[config.mk]
export PLATFORM = sky130hd
export DESIGN_NAME = cisc_core
export DESIGN_NICKNAME = d
export VERILOG_FILES = /design/src/logic/cisc_pkg.sv /design/src/logic/cisc_core.sv
export VERILOG_INCLUDE_DIRS = /design/src /design/src/logic
export SDC_FILE = /design/constraint.sdc
export NUM_CORES = 1
export LEC_CHECK = 0
export BUFFER_PORTS_ARGS = -buffer_cell sky130_fd_sc_hd__clkbuf_2
export CELL_PAD_IN_SITES_DETAIL_PLACEMENT = 1
export CELL_PAD_IN_SITES_GLOBAL_PLACEMENT = 2
export CORE_ASPECT_RATIO = 0.6
export CORE_UTILIZATION = 35
export DETAILED_ROUTE_END_ITERATION = 12
export PLACE_DENSITY = 0.78
export SLEW_MARGIN = 20
export SYNTH_ARGS = -nofsm -noshare
export SYNTH_HDL_FRONTEND = slang
export SYNTH_SLANG_ARGS = --single-unit
[constraint.sdc]
create_clock -name clock -period 3.3 [get_ports clock]
set_input_delay 0 -clock clock [delete_from_list [all_inputs] [get_ports clock]]
set_output_delay 0 -clock clock [all_outputs]
set_load 0.02 [all_outputs]
[src/logic/cisc_params.svh]
// Constants for the core interrupt and stack control block
`ifndef CISC_PARAMS_SVH
`define CISC_PARAMS_SVH
`define CISC_SPL_ADDR      6'h3D
`define CISC_SPH_ADDR      6'h3E
`define CISC_SP_RESET      16'h0000
`define CISC_REGFILE_TOP   16'h001F
`define CISC_NUM_IRQ       8
`define CISC_ENTRY_CYCLES  3'h4
`define CISC_SLEEP_EXTRA   3'h4
`define CISC_RETURN_FROM_INTERRUPT_OP_CYCLES   3'h4
`define CISC_IRQ_VEC_STEP  16'h0002
`define CISC_GIE_BIT       7
`endif

[src/logic/cisc_pkg.sv]
// Types for the core interrupt and stack control block
`default_nettype none
package cisc_pkg;
  typedef enum logic [2:0] {
    CISC_RUN   = 3'h0,
    CISC_WAKE  = 3'h1,
    CISC_ENTRY = 3'h2,
    CISC_RETURN_FROM_INTERRUPT_OP  = 3'h3,
    CISC_HOLD  = 3'h4
  } cisc_state_t;
  typedef enum logic [2:0] {
    CISC_OP_NONE = 3'h0,
    CISC_OP_PUSH = 3'h1,
    CISC_OP_POP  = 3'h2,
    CISC_OP_CALL = 3'h3,
    CISC_OP_RET  = 3'h4,
    CISC_OP_RETURN_FROM_INTERRUPT_OP = 3'h5,
    CISC_OP_SEI  = 3'h6,
    CISC_OP_CLI  = 3'h7
  } cisc_op_t;
  // Register file access: two reads, one write of 8 or 16 bits
  typedef struct packed {
    logic [4:0]  rd_a;
    logic [4:0]  rd_b;
    logic [4:0]  wr_addr;
    logic        wr_en;
    logic        wr_wide;
    logic [15:0] wr_data;
  } cisc_rf_req_t;
  // Pointer update: select 1..3, mode, displacement
  typedef struct packed {
    logic [1:0]  sel;
    logic        post_inc;
    logic        pre_dec;
    logic [5:0]  disp;
  } cisc_ptr_req_t;
  // Data-space access toward registers or stack SRAM
  typedef struct packed {
    logic        en;
    logic        we;
    logic [15:0] addr;
    logic [7:0]  wdata;
  } cisc_mem_t;
endpackage
`default_nettype wire

[src/logic/cisc_core.sv]
// Register file, stack pointer and interrupt sequencing for the CPU core
// How it works
// - Register file gives 8-bit or 16-bit reads and 8-bit or 16-bit write-back.
// - The 32 working registers answer at data addresses 0 to 31.
// - Top six registers form three 16-bit pointers with displacement, increment, decrement.
// - Stack grows down; push lowers pointer one, call or interrupt two.
// - Pop raises pointer one; return or interrupt return raises it two.
// - Stack pointer is two readable writable byte registers cleared at reset.
// - Core runs straight off the selected clock, undivided.
// - One cycle reads two operands, computes, writes the destination.
// - Next instruction is fetched while the current one executes.
// - Interrupt taken only with its own enable and the global enable set.
// - Programmed section lock bits can block interrupts depending on program counter.
// - Vectors lie lowest; lower vector wins, reset first, then request zero.
// - Relocate bit moves vectors to boot start; boot reset fuse moves reset.
// - Entry clears global enable; software may set it; interrupt return sets it.
// - Vectoring clears the flag; writing one also clears it.
// - Flags raised while disabled stay pending, then serve by priority.
// - Level requests count only while their condition is present.
// - After interrupt return one main instruction runs before another interrupt.
// - Status register is neither saved nor restored by hardware.
// - Global disable acts at once, even against a simultaneous request.
// - After the enable instruction the next instruction runs before any pending interrupt.
// - Response takes four clocks pushing the counter, after multi-cycle ops, plus four asleep.
// - Interrupt return takes four clocks: pop counter, pointer up two, set enable.
`include "cisc_params.svh"
`timescale 1ns/1ps
`default_nettype none
module cisc_core (
  input  wire logic                   clock,
  input  wire logic                   reset,
  // Instruction side
  input  wire logic                   instr_retire,
  input  wire logic                   instr_multi_busy,
  input  wire cisc_pkg::cisc_op_t     instr_op,
  input  wire logic [15:0]            pc_now,
  input  wire logic                   sleeping,
  output logic                        fetch_enable,
  output logic                        vector_valid,
  output logic [15:0]                 vector_addr,
  output logic [15:0]                 reset_vector,
  // Register file and pointers
  input  wire cisc_pkg::cisc_rf_req_t rf_req,
  output logic [15:0]                 rf_out_a,
  output logic [7:0]                  rf_out_b,
  input  wire cisc_pkg::cisc_ptr_req_t ptr_req,
  output logic [15:0]                 ptr_addr,
  input  wire cisc_pkg::cisc_mem_t    data_req,
  output logic [7:0]                  data_rdata,
  output logic                        data_hit_regs,
  // Stack pointer I/O registers
  input  wire logic                   io_we,
  input  wire logic [5:0]             io_addr,
  input  wire logic [7:0]             io_wdata,
  output logic [7:0]                  io_rdata,
  output logic [15:0]                 stack_pointer,
  output cisc_pkg::cisc_mem_t         stack_mem,
  // Global enable held in the core flags register bit
  input  wire logic                   core_flags_we,
  input  wire logic [7:0]             core_flags_wdata,
  output logic                        global_enable,
  // Interrupt sources
  input  wire logic [`CISC_NUM_IRQ-1:0] irq_flag_set,
  input  wire logic [`CISC_NUM_IRQ-1:0] irq_flag_wr1c,
  input  wire logic [`CISC_NUM_IRQ-1:0] irq_level,
  input  wire logic [`CISC_NUM_IRQ-1:0] irq_is_level,
  input  wire logic [`CISC_NUM_IRQ-1:0] irq_enable,
  output logic [`CISC_NUM_IRQ-1:0]    irq_flags,
  // Boot controls
  input  wire logic                   vector_table_relocate,
  input  wire logic                   boot_reset_fuse,
  input  wire logic                   app_section_lock_bit,
  input  wire logic                   boot_section_lock_bit,
  input  wire logic [15:0]            boot_start
);
  logic [7:0]                   regs [0:31];
  logic [7:0]                   stack_pointer_low;
  logic [7:0]                   stack_pointer_high;
  cisc_pkg::cisc_state_t        state;
  logic [2:0]                   count;
  logic                         hold_one;
  logic [`CISC_NUM_IRQ-1:0]     pending;
  logic [`CISC_NUM_IRQ-1:0]     req;
  logic [2:0]                   winner;
  logic                         any_req;
  logic                         lock_block;
  logic                         take;
  logic [15:0]                  ret_pc;
  logic [15:0]                  sp;
  logic [15:0]                  next_sp;
  logic [15:0]                  ptr_base;
  logic [15:0]                  ptr_new;
  logic [4:0]                   ptr_lo;

  function automatic logic [4:0] ptr_low_reg(input logic [1:0] sel);
    ptr_low_reg = 5'(5'h18 + {2'h0, sel, 1'h0});
  endfunction

  assign sp = {stack_pointer_high, stack_pointer_low};
  assign stack_pointer = sp;

  // Register file: two read ports, 16-bit port A reads a pair
  assign rf_out_a = {regs[rf_req.rd_a | 5'h01], regs[rf_req.rd_a]};
  assign rf_out_b = regs[rf_req.rd_b];

  // Pointer addressing from the upper register pairs
  assign ptr_lo   = ptr_low_reg(ptr_req.sel);
  assign ptr_base = {regs[ptr_lo | 5'h01], regs[ptr_lo]};
  assign ptr_new  = ptr_req.pre_dec ? ptr_base - 16'h0001 :
                    ptr_req.post_inc ? ptr_base + 16'h0001 : ptr_base;
  assign ptr_addr = ptr_req.pre_dec ? ptr_new : ptr_base + {10'h000, ptr_req.disp};

  assign data_hit_regs = data_req.en && (data_req.addr <= `CISC_REGFILE_TOP);
  assign data_rdata    = data_hit_regs ? regs[data_req.addr[4:0]] : 8'h00;

  // Write priority: data-space store, then result write, then pointer update
  always_ff @(posedge clock) begin
    if (data_hit_regs && data_req.we) begin
      regs[data_req.addr[4:0]] <= data_req.wdata;
    end else if (rf_req.wr_en) begin
      regs[rf_req.wr_addr] <= rf_req.wr_data[7:0];
      if (rf_req.wr_wide) begin
        regs[rf_req.wr_addr | 5'h01] <= rf_req.wr_data[15:8];
      end
    end else if (ptr_req.sel != 2'h0 && (ptr_req.pre_dec || ptr_req.post_inc)) begin
      regs[ptr_lo]         <= ptr_new[7:0];
      regs[ptr_lo | 5'h01] <= ptr_new[15:8];
    end
  end

  // Interrupt request: pending flags or present levels, both enables
  assign req        = ((pending & ~irq_is_level) | (irq_level & irq_is_level)) & irq_enable;
  assign lock_block = (app_section_lock_bit && pc_now < boot_start) ||
                      (boot_section_lock_bit && pc_now >= boot_start);
  assign any_req    = (req != '0) && global_enable && !lock_block;

  always_comb begin
    winner = 3'h0;
    for (int i = `CISC_NUM_IRQ - 1; i >= 0; i--) begin
      if (req[i]) begin
        winner = 3'(i);
      end
    end
  end

  // A disable in this very cycle blocks the take; holdoff covers enable and return
  assign take = (state == cisc_pkg::CISC_RUN) && any_req && !hold_one && !instr_multi_busy &&
                !(instr_retire && instr_op == cisc_pkg::CISC_OP_CLI) &&
                !(core_flags_we && !core_flags_wdata[`CISC_GIE_BIT]);

  // Flags: set beats hardware or software clear
  always_ff @(posedge clock) begin
    if (reset) begin
      pending <= '0;
    end else begin
      for (int i = 0; i < `CISC_NUM_IRQ; i++) begin
        if (irq_flag_set[i]) begin
          pending[i] <= 1'b1;
        end else if (irq_flag_wr1c[i] || (take && winner == 3'(i))) begin
          pending[i] <= 1'b0;
        end
      end
    end
  end
  assign irq_flags = pending;

  // Sequencer
  always_ff @(posedge clock) begin
    if (reset) begin
      state <= cisc_pkg::CISC_RUN;
      count <= 3'h0;
    end else begin
      case (state)
        cisc_pkg::CISC_RUN: begin
          if (take) begin
            state <= sleeping ? cisc_pkg::CISC_WAKE : cisc_pkg::CISC_ENTRY;
            count <= sleeping ? `CISC_SLEEP_EXTRA - 3'h1 : `CISC_ENTRY_CYCLES - 3'h1;
          end else if (instr_retire && instr_op == cisc_pkg::CISC_OP_RETURN_FROM_INTERRUPT_OP) begin
            state <= cisc_pkg::CISC_RETURN_FROM_INTERRUPT_OP;
            count <= `CISC_RETURN_FROM_INTERRUPT_OP_CYCLES - 3'h1;
          end
        end
        cisc_pkg::CISC_WAKE: begin
          if (count == 3'h0) begin
            state <= cisc_pkg::CISC_ENTRY;
            count <= `CISC_ENTRY_CYCLES - 3'h1;
          end else begin
            count <= count - 3'h1;
          end
        end
        cisc_pkg::CISC_ENTRY, cisc_pkg::CISC_RETURN_FROM_INTERRUPT_OP: begin
          if (count == 3'h0) begin
            state <= cisc_pkg::CISC_RUN;
          end else begin
            count <= count - 3'h1;
          end
        end
        default: state <= cisc_pkg::CISC_RUN;
      endcase
    end
  end

  // One instruction must retire after enable or return before a take
  always_ff @(posedge clock) begin
    if (reset) begin
      hold_one <= 1'b0;
    end else if ((instr_retire && instr_op == cisc_pkg::CISC_OP_SEI) ||
                 (state == cisc_pkg::CISC_RETURN_FROM_INTERRUPT_OP && count == 3'h0)) begin
      hold_one <= 1'b1;
    end else if (instr_retire && state == cisc_pkg::CISC_RUN) begin
      hold_one <= 1'b0;
    end
  end

  // Global enable; status bits otherwise untouched by entry and return
  always_ff @(posedge clock) begin
    if (reset) begin
      global_enable <= 1'b0;
    end else if (take) begin
      global_enable <= 1'b0;
    end else if (state == cisc_pkg::CISC_RETURN_FROM_INTERRUPT_OP && count == 3'h0) begin
      global_enable <= 1'b1;
    end else if (instr_retire && instr_op == cisc_pkg::CISC_OP_CLI) begin
      global_enable <= 1'b0;
    end else if (instr_retire && instr_op == cisc_pkg::CISC_OP_SEI) begin
      global_enable <= 1'b1;
    end else if (core_flags_we) begin
      global_enable <= core_flags_wdata[`CISC_GIE_BIT];
    end
  end

  // Vector and return address capture
  always_ff @(posedge clock) begin
    if (reset) begin
      vector_addr <= 16'h0000;
      ret_pc      <= 16'h0000;
    end else if (take) begin
      vector_addr <= (vector_table_relocate ? boot_start : 16'h0000) +
                     16'(({13'h0000, winner} + 16'h0001) * `CISC_IRQ_VEC_STEP);
      ret_pc      <= pc_now;
    end
  end
  assign reset_vector = boot_reset_fuse ? boot_start : 16'h0000;
  assign vector_valid = (state == cisc_pkg::CISC_ENTRY) && (count == 3'h0);
  assign fetch_enable = (state == cisc_pkg::CISC_RUN);

  // Stack pointer arithmetic
  always_comb begin
    next_sp = sp;
    if (state == cisc_pkg::CISC_ENTRY && count == `CISC_ENTRY_CYCLES - 3'h1) begin
      next_sp = sp - 16'h0002;
    end else if (state == cisc_pkg::CISC_RETURN_FROM_INTERRUPT_OP && count == `CISC_RETURN_FROM_INTERRUPT_OP_CYCLES - 3'h1) begin
      next_sp = sp + 16'h0002;
    end else if (instr_retire && state == cisc_pkg::CISC_RUN) begin
      case (instr_op)
        cisc_pkg::CISC_OP_PUSH: next_sp = sp - 16'h0001;
        cisc_pkg::CISC_OP_CALL: next_sp = sp - 16'h0002;
        cisc_pkg::CISC_OP_POP:  next_sp = sp + 16'h0001;
        cisc_pkg::CISC_OP_RET:  next_sp = sp + 16'h0002;
        default:                next_sp = sp;
      endcase
    end
  end

  // Software write wins over stack motion in the same cycle
  always_ff @(posedge clock) begin
    if (reset) begin
      stack_pointer_low  <= 8'(`CISC_SP_RESET);
      stack_pointer_high <= 8'(`CISC_SP_RESET >> 8);
    end else begin
      stack_pointer_low  <= (io_we && io_addr == `CISC_SPL_ADDR) ? io_wdata : next_sp[7:0];
      stack_pointer_high <= (io_we && io_addr == `CISC_SPH_ADDR) ? io_wdata : next_sp[15:8];
    end
  end

  always_comb begin
    if (io_addr == `CISC_SPL_ADDR) begin
      io_rdata = stack_pointer_low;
    end else if (io_addr == `CISC_SPH_ADDR) begin
      io_rdata = stack_pointer_high;
    end else begin
      io_rdata = 8'h00;
    end
  end

  // Return address writes during entry: low byte at sp, high at sp-1
  always_comb begin
    stack_mem = '0;
    if (state == cisc_pkg::CISC_ENTRY && count == `CISC_ENTRY_CYCLES - 3'h1) begin
      stack_mem = '{en: 1'b1, we: 1'b1, addr: sp, wdata: ret_pc[7:0]};
    end else if (state == cisc_pkg::CISC_ENTRY && count == `CISC_ENTRY_CYCLES - 3'h2) begin
      stack_mem = '{en: 1'b1, we: 1'b1, addr: sp + 16'h0001, wdata: ret_pc[15:8]};
    end else if (state == cisc_pkg::CISC_RETURN_FROM_INTERRUPT_OP && count == `CISC_RETURN_FROM_INTERRUPT_OP_CYCLES - 3'h1) begin
      stack_mem = '{en: 1'b1, we: 1'b0, addr: sp + 16'h0001, wdata: 8'h00};
    end else if (state == cisc_pkg::CISC_RETURN_FROM_INTERRUPT_OP && count == `CISC_RETURN_FROM_INTERRUPT_OP_CYCLES - 3'h2) begin
      stack_mem = '{en: 1'b1, we: 1'b0, addr: sp, wdata: 8'h00};
    end
  end

  a_entry_clears_gie: assert property (@(posedge clock) disable iff (reset)
    take |=> !global_enable) else $error("global enable not cleared on entry");
  a_entry_sp_down: assert property (@(posedge clock) disable iff (reset)
    take && !sleeping && !io_we |=> ##1 stack_pointer == $past(stack_pointer, 2) - 16'h0002)
    else $error("stack pointer not lowered by two on entry");
  a_entry_four: assert property (@(posedge clock) disable iff (reset)
    take && !sleeping |-> ##4 vector_valid ##1 !vector_valid)
    else $error("entry not four cycles");
  a_sleep_eight: assert property (@(posedge clock) disable iff (reset)
    take && sleeping |-> ##8 vector_valid ##1 !vector_valid)
    else $error("entry from sleep not eight cycles");
  a_return_from_interrupt_op_sets_gie: assert property (@(posedge clock) disable iff (reset)
    state == cisc_pkg::CISC_RUN && instr_retire && instr_op == cisc_pkg::CISC_OP_RETURN_FROM_INTERRUPT_OP && !take
    |-> ##5 global_enable) else $error("interrupt return did not set enable");
  a_return_from_interrupt_op_sp_up: assert property (@(posedge clock) disable iff (reset)
    state == cisc_pkg::CISC_RUN && instr_retire && instr_op == cisc_pkg::CISC_OP_RETURN_FROM_INTERRUPT_OP && !take
    && !io_we |=> ##1 stack_pointer == $past(stack_pointer, 2) + 16'h0002)
    else $error("interrupt return did not raise pointer by two");
  a_cli_blocks: assert property (@(posedge clock) disable iff (reset)
    instr_retire && instr_op == cisc_pkg::CISC_OP_CLI |-> !take)
    else $error("take in disable cycle");
  a_take_enabled: assert property (@(posedge clock) disable iff (reset)
    take |-> global_enable && irq_enable[winner]) else $error("take while disabled");
  a_take_clears_flag: assert property (@(posedge clock) disable iff (reset)
    take && !irq_flag_set[winner] |=> !pending[$past(winner)])
    else $error("flag not cleared on vectoring");
  a_sei_holdoff: assert property (@(posedge clock) disable iff (reset)
    instr_retire && instr_op == cisc_pkg::CISC_OP_SEI |=> !take)
    else $error("take right after enable");
  a_set_wins: assert property (@(posedge clock) disable iff (reset)
    irq_flag_set != '0 |=> (pending & $past(irq_flag_set)) == $past(irq_flag_set))
    else $error("flag set lost");
  a_push_down: assert property (@(posedge clock) disable iff (reset)
    state == cisc_pkg::CISC_RUN && !take && instr_retire && instr_op == cisc_pkg::CISC_OP_PUSH
    && !io_we |=> stack_pointer == $past(stack_pointer) - 16'h0001)
    else $error("push did not lower pointer");
  a_pop_up: assert property (@(posedge clock) disable iff (reset)
    state == cisc_pkg::CISC_RUN && !take && instr_retire && instr_op == cisc_pkg::CISC_OP_POP
    && !io_we |=> stack_pointer == $past(stack_pointer) + 16'h0001)
    else $error("pop did not raise pointer");
endmodule // cisc_core
`default_nettype wire

-- Word-level counts from Yosys, hierarchy flattened
Memories as Yosys holds them, arrays and structs flattened.
Index checks and enable logic that the tools add are counted.
- memory bits (writable): 256
- input bits: 177
- output and inout bits: 142
- bits in read-only memories: 0
- memories kept: 1
- logic and storage cells: 220
- register bits: 64
- latch bits: 0
- bitwise logic cells: 5
- reduce and logical (&&, ||, !) cells: 79
- eq/ne operators: 25
- add/sub/neg operators: 11
- $lt $le $gt $ge: 3
- multiplexer cells: 80
- multipliers: 0
- divide/modulo/power cells: 0
- shift operators: 0
- memory list (name ; depth ; bits a word ; read ports ; clocked after memory_dff ; wr ports ; line ; text):
    regs ; 32 ; 8 ; 6 ; 0 ; 2 ; cisc_core.sv:76 ; logic [7:0] regs [0:31];
- operator list (kind ; number):
    $mux 16 ; 8
    $mux 26 ; 4
    $mux 8 ; 8
    $pmux 16 s4 ; 1
    $mux 3 ; 15
    $mux 1 ; 38
    $logic_and 1x1->1 ; 33
    $add 16x1->16 const B ; 2
    $sub 16x1->16 const B ; 2
    $and 8x8->8 ; 3
    $eq 3x2->1 const B ; 8
    $eq 3x3->1 const B ; 8
    $reduce_or 8->1 ; 3
    $reduce_bool 2->1 ; 10
    $pmux 3 s3 ; 2
    $add 16x2->16 const B ; 1
    $add 16x5->16 ; 1
    $add 16x6->16 ; 1
    $ge 16x16->1 ; 1
    $le 16x5->1 const B ; 1
    $lt 16x16->1 ; 1
    $sub 16x2->16 const B ; 1
    $mux 5 ; 3
    $reduce_bool 7->1 ; 2
    other kinds (19) ; 46

-- Depth between registers and ports, before layout
- depth after elaboration: 17
- mapped depth: 17

-- Worst setup path before layout
Ideal clock, no wire load.
- path type: flip-flop to flip-flop
- start: register pending[6] (netlist: irq_flags[6])
- end: register vector_addr[15]
- data arrival time: 3.517 ns
- path slack: -0.288 ns
- cell stages (with the launch flop): 18
- path buffers: 0
- cells stage by stage: dfxtp_1 mux2_2 nand2_1 a32o_1 nand2_1 a21boi_0 o21ai_0 inv_1 ha_1 ha_1 ha_1 nor2b_1 o21ai_0 a211oi_1 nand4_1 xnor2_1 nand4_1 a21oi_1
- cells in the longest elaborated chain, start to end: 12
- ends and longest elaborated chain (item ; line ; text):
    start, declared ; cisc_core.sv:82 ; logic [`CISC_NUM_IRQ-1:0] pending;
    start signal, assigned ; cisc_core.sv:154 ; pending <= '0;
    start signal, assigned by index ; cisc_core.sv:158 ; pending[i] <= 1'b1;
    start signal, assigned by index ; cisc_core.sv:160 ; pending[i] <= 1'b0;
    $and 8x8->8 * ; cisc_core.sv:132 ; assign req = ((pending & ~irq_is_level) | (irq_level & irq_is_level)) & irq_enable;
    $or 8x8->8 * ; cisc_core.sv:132 ;
    $and 8x8->8 * ; cisc_core.sv:132 ;
    $mux 3 (7 in a row) ; cisc_core.sv:140 ; if (req[i]) begin
    $add 3x1->4 ; cisc_core.sv:239 ; 16'(({13'h0000, winner} + 16'h0001) * `CISC_IRQ_VEC_STEP);
    $add 16x5->16 ; cisc_core.sv:238 ; vector_addr <= (vector_table_relocate ? boot_start : 16'h0000) +
    end signal, assigned ; cisc_core.sv:238 ;
    end, declared ; cisc_core.sv:40 ; output logic [15:0] vector_addr,
Every way passes the cells marked *; elsewhere a longest branch is shown, timed or not.
A chain may end at the register's enable or synchronous reset.

==> reports/summary.txt <==
Post-synthesis sequential area ratio -> 0.3751
# port buffers -> 311
CTS Root Cell -> clkbuf_16
Met2 routed WL -> 45670 um
CORE AREA -> 66770 um^2
DRC violations left -> 0
PD cells -> 451.0 nW/um^2
Critical path's slowest cell -> mux4_2
Largest net degree at the start of global routing -> 42
Final antenna-violating net count -> 0
Syn_nets -> 2392
Number of synthesized flops with an enable pin -> 256
Worst path top cell family by delay -> multiplexers
Share of layout cells above drive strength 1 -> 0.3660
Clock Sink Count -> 319
RSZ-0062 raised after global routing -> true
# IOs -> 319
CP peak stage delay -> 0.56 ns
Yosys warns -> 0
Register-to-Register Path Depth -> 9
Maxcap violations -> 0
Met3 WL post-DR -> 15090 um
Die X-Extent -> 339.0 um
Fin nets -> 2860
CP Data Required Time -> 3.30 ns
Design Power -> 13.61 mW
LEAKAGE -> 11.26 nW
Synth Area in Compound Gates -> 0.1464
Detail Placement HPWL -> 80310 um
Avg Cell Area, Syn -> 10.99 um^2
Critical path class -> flip-flop to output port
Worst-path fanout max -> 3
Fmax -> 301.5 MHz
CTS Buffer Depth -> 3
Most common cell in the synthesized netlist -> edfxtp_1
WL final -> 109100 um
Setup Skew -> 0.03708 ns
Adder-Cell Fraction of Synth Area -> 0.02423
Number of global-route vias before repair -> 22930
GRT Overall Usage -> 0.3068
CTS tree -> built
Vias -> 23060
Final Cycle Share -> 1.005
Worst-path clk slew -> 0.06 ns
Worst Hold Class -> input port to flip-flop
WL per Instance -> 30.56 um
Failing checks -> setup timing
Synth area leader -> edfxtp_1
Reg2reg start -> stack_pointer_low[0]
R2R setup slack -> 0.08 ns
CTS Buf Count -> 37
H-tree levels -> 2
Iter 0 DRT Violations -> 2706
Synth area leaders -> edfxtp_1 (32%), mux4_2 (20%), dfxtp_1 (5.3%), mux2i_1 (4.2%), o21ai_0 (2.9%)
Fin. max-slew vios -> 0
Cells after Synth -> 2170
Hold path depth -> 3
First-pass GRT wire length -> 156900 um
Synth Area in Simple Gates -> 0.1159
Synth cell types -> 83
Hold_sp -> rf_req[14]
Max-slew headroom -> 0.2529
Outcome -> complete, but fails checks
Synth cell count leaders -> edfxtp_1 (256), mux4_2 (217), nor2_1 (163)
Main combinational cell family by area after synthesis -> multiplexers
Mapped Area -> 23860 um^2
Die height -> 204.2 um
Top-area cell type share of the netlist area -> 0.3222
Fin. Hold Viols -> 0
Avg Vias per Cell -> 6.458
Initial antenna violation count -> 7
Portion of netlist area occupied by mux cells -> 0.2760
Crit path arrival time -> 3.32 ns
Site row count -> 73
Worst-Skew Late Latency -> 0.60 ns
Initial core utilization -> 0.3573
Worst vdd ir -> 0.0003032 V
FF+latch count, synth -> 319
DR pass1 iterations -> 5
Final setup viols -> 1
Worst setup SP type -> flip-flop
Hold Path Sink -> regs[15][6]
Cell Chain, Critical Path -> mux4_2 -> buf_6 -> ha_4 -> inv_2 -> fa_2 -> nor2b_4 -> o21ai_4 -> a21boi_2 -> o21ai_2 -> and2_4 -> a211oi_2 -> xor2_1 -> buf_4
Synth async-reset ratio -> 0
Area Overhead vs Synth -> 26.52%
Met1 WL -> 45420 um
Worst slew pin tran -> 1.118 ns
Top layer in use -> met5
Synth Area in XOR/XNOR -> 0.01689
Last weighted congestion value of the routability-driven placer -> 0.9802
CP bufs+invs -> 3
Setup crit end kind -> output port
Worst r2r dst -> stack_pointer_low[6]
Final WS setup -> -0.01678 ns
Setup TNS -> -0.01678 ns
Grt ovf -> 0
Min cycle time layout -> 3.317 ns
Main synth FF type -> edfxtp_1
Die area -> 69240 um^2
-- layout by cell type, fill, tap and decap left out, types with 58 or more instances in the layout --
master | Yosys | routed
clkbuf_2 | 0 | 296
edfxtp_1 | 256 | 256
buf_4 | 2 | 230
mux4_2 | 217 | 217
nor2_1 | 163 | 159
nand2_1 | 147 | 146
o21ai_0 | 138 | 131
a21oi_1 | 134 | 127
mux2i_1 | 101 | 99
dlygate4sd3_1 | 0 | 77
inv_1 | 74 | 67
dfxtp_1 | 63 | 61
mux2_2 | 59 | 58
-- sequential cells by signal (all words and copies together) (netlist names) --
name and count:
stack_pointer_high 8, ret_pc 16, vector_addr 16, global_enable 1
regs 256, hold_one 1, stack_pointer_low 8, count 3
state 2, irq_flags 8
-- power by group --
group / total, mW / leakage, nW / internal (mW) / switching [mW]
clock network: 4.07 / 0.555 / 2.21 / 1.87
logic: 4.69 / 7.87 / 1.87 / 2.82
registers: 4.85 / 2.84 / 4.58 / 0.264
total: 13.6 / 11.3 / 8.66 / 4.95
-- worst max path at each step --
stage	startpoint	end	slack (ns)	depth (start not counted)
5_1_grt	regs[26][0]	ptr_addr[8]	-0.09	13
6_report	regs[26][0]	ptr_addr[8]	-0.02	13
3_3_place_gp	irq_flags[7]	vector_addr[15]	-0.08	16
4_1_cts	regs[30][0]	ptr_addr[6]	-0.08	13
3_5_place_dp	irq_flags[7]	vector_addr[7]	-0.09	16
2_1_floorplan	irq_flags[6]	vector_addr[15]	0.02	17
-- cell families after synthesis --
group | after synthesis
flops | 319
simple gates | 571
xor+xnor | 46
compound gates | 533
mux | 379
buf+inv | 277
fa+ha+maj | 45
-- worst reg2reg max path, cell delays in order, from the launching register on --
cell	delay (ns)
dfxtp_1	0.45
inv_1	0.17
ha_1	0.23
or3b_2	0.52
nor3_2	0.30
o221ai_1	0.20
a32oi_2	0.40
a21o_1	0.17
a21oi_1	0.07
dlygate4sd3_1	0.59
-- routing by layer --
layer  vias to the layer above  global-route usage
li1                       9498                   -
met1                     11720              0.4342
met2                      1626              0.4332
met3                       209              0.1192
met4                         2             0.08145
met5                         -                   0
-- per-stage QoR --
stage | std cells | utilization | instance area (um^2) | worst slack [ns] | hold WS, ns
3_3_place_gp | 3377 | 0.4118 | 27500 | -0.08049 | 0.2195
5_1_grt | 3569 | 0.4520 | 30180 | -0.09262 | 0.02311
2_1_floorplan | 2170 | - | 23860 | 0.02132 | 0.1295
6_report | 3570 | 0.4520 | 30180 | -0.01678 | 0.02605
3_5_place_dp | 3377 | 0.4119 | 27500 | -0.09133 | 0.2303
4_1_cts | 3547 | 0.4462 | 29790 | -0.08015 | 0.003615
-- repair_timing --
item                                    in CTS  in global routing
pin swaps                                   20                 28
buffers inserted                            28                 17
hold endpoints to repair                    79                  0
endpoints found under the setup margin      36                 66
resized for setup                           51                 59
hold buffers                                77                  0
-- area by class of cell --
| type | instances | area [um^2] |
|---|---|---|
| Fill cell | 7229 | 36590 |
| Multi-Input combinational cell | 1574 | 14250 |
| Sequential cell | 319 | 8951 |
| Timing Repair Buffer | 631 | 4418 |
| Tap cell | 900 | 1126 |
| Clock buffer | 45 | 977.2 |
| Inverter | 75 | 287.8 |
| Clock inverter | 20 | 157.7 |
| Antenna cell | 6 | 15.01 |
(Power assumes the default switching activity.)
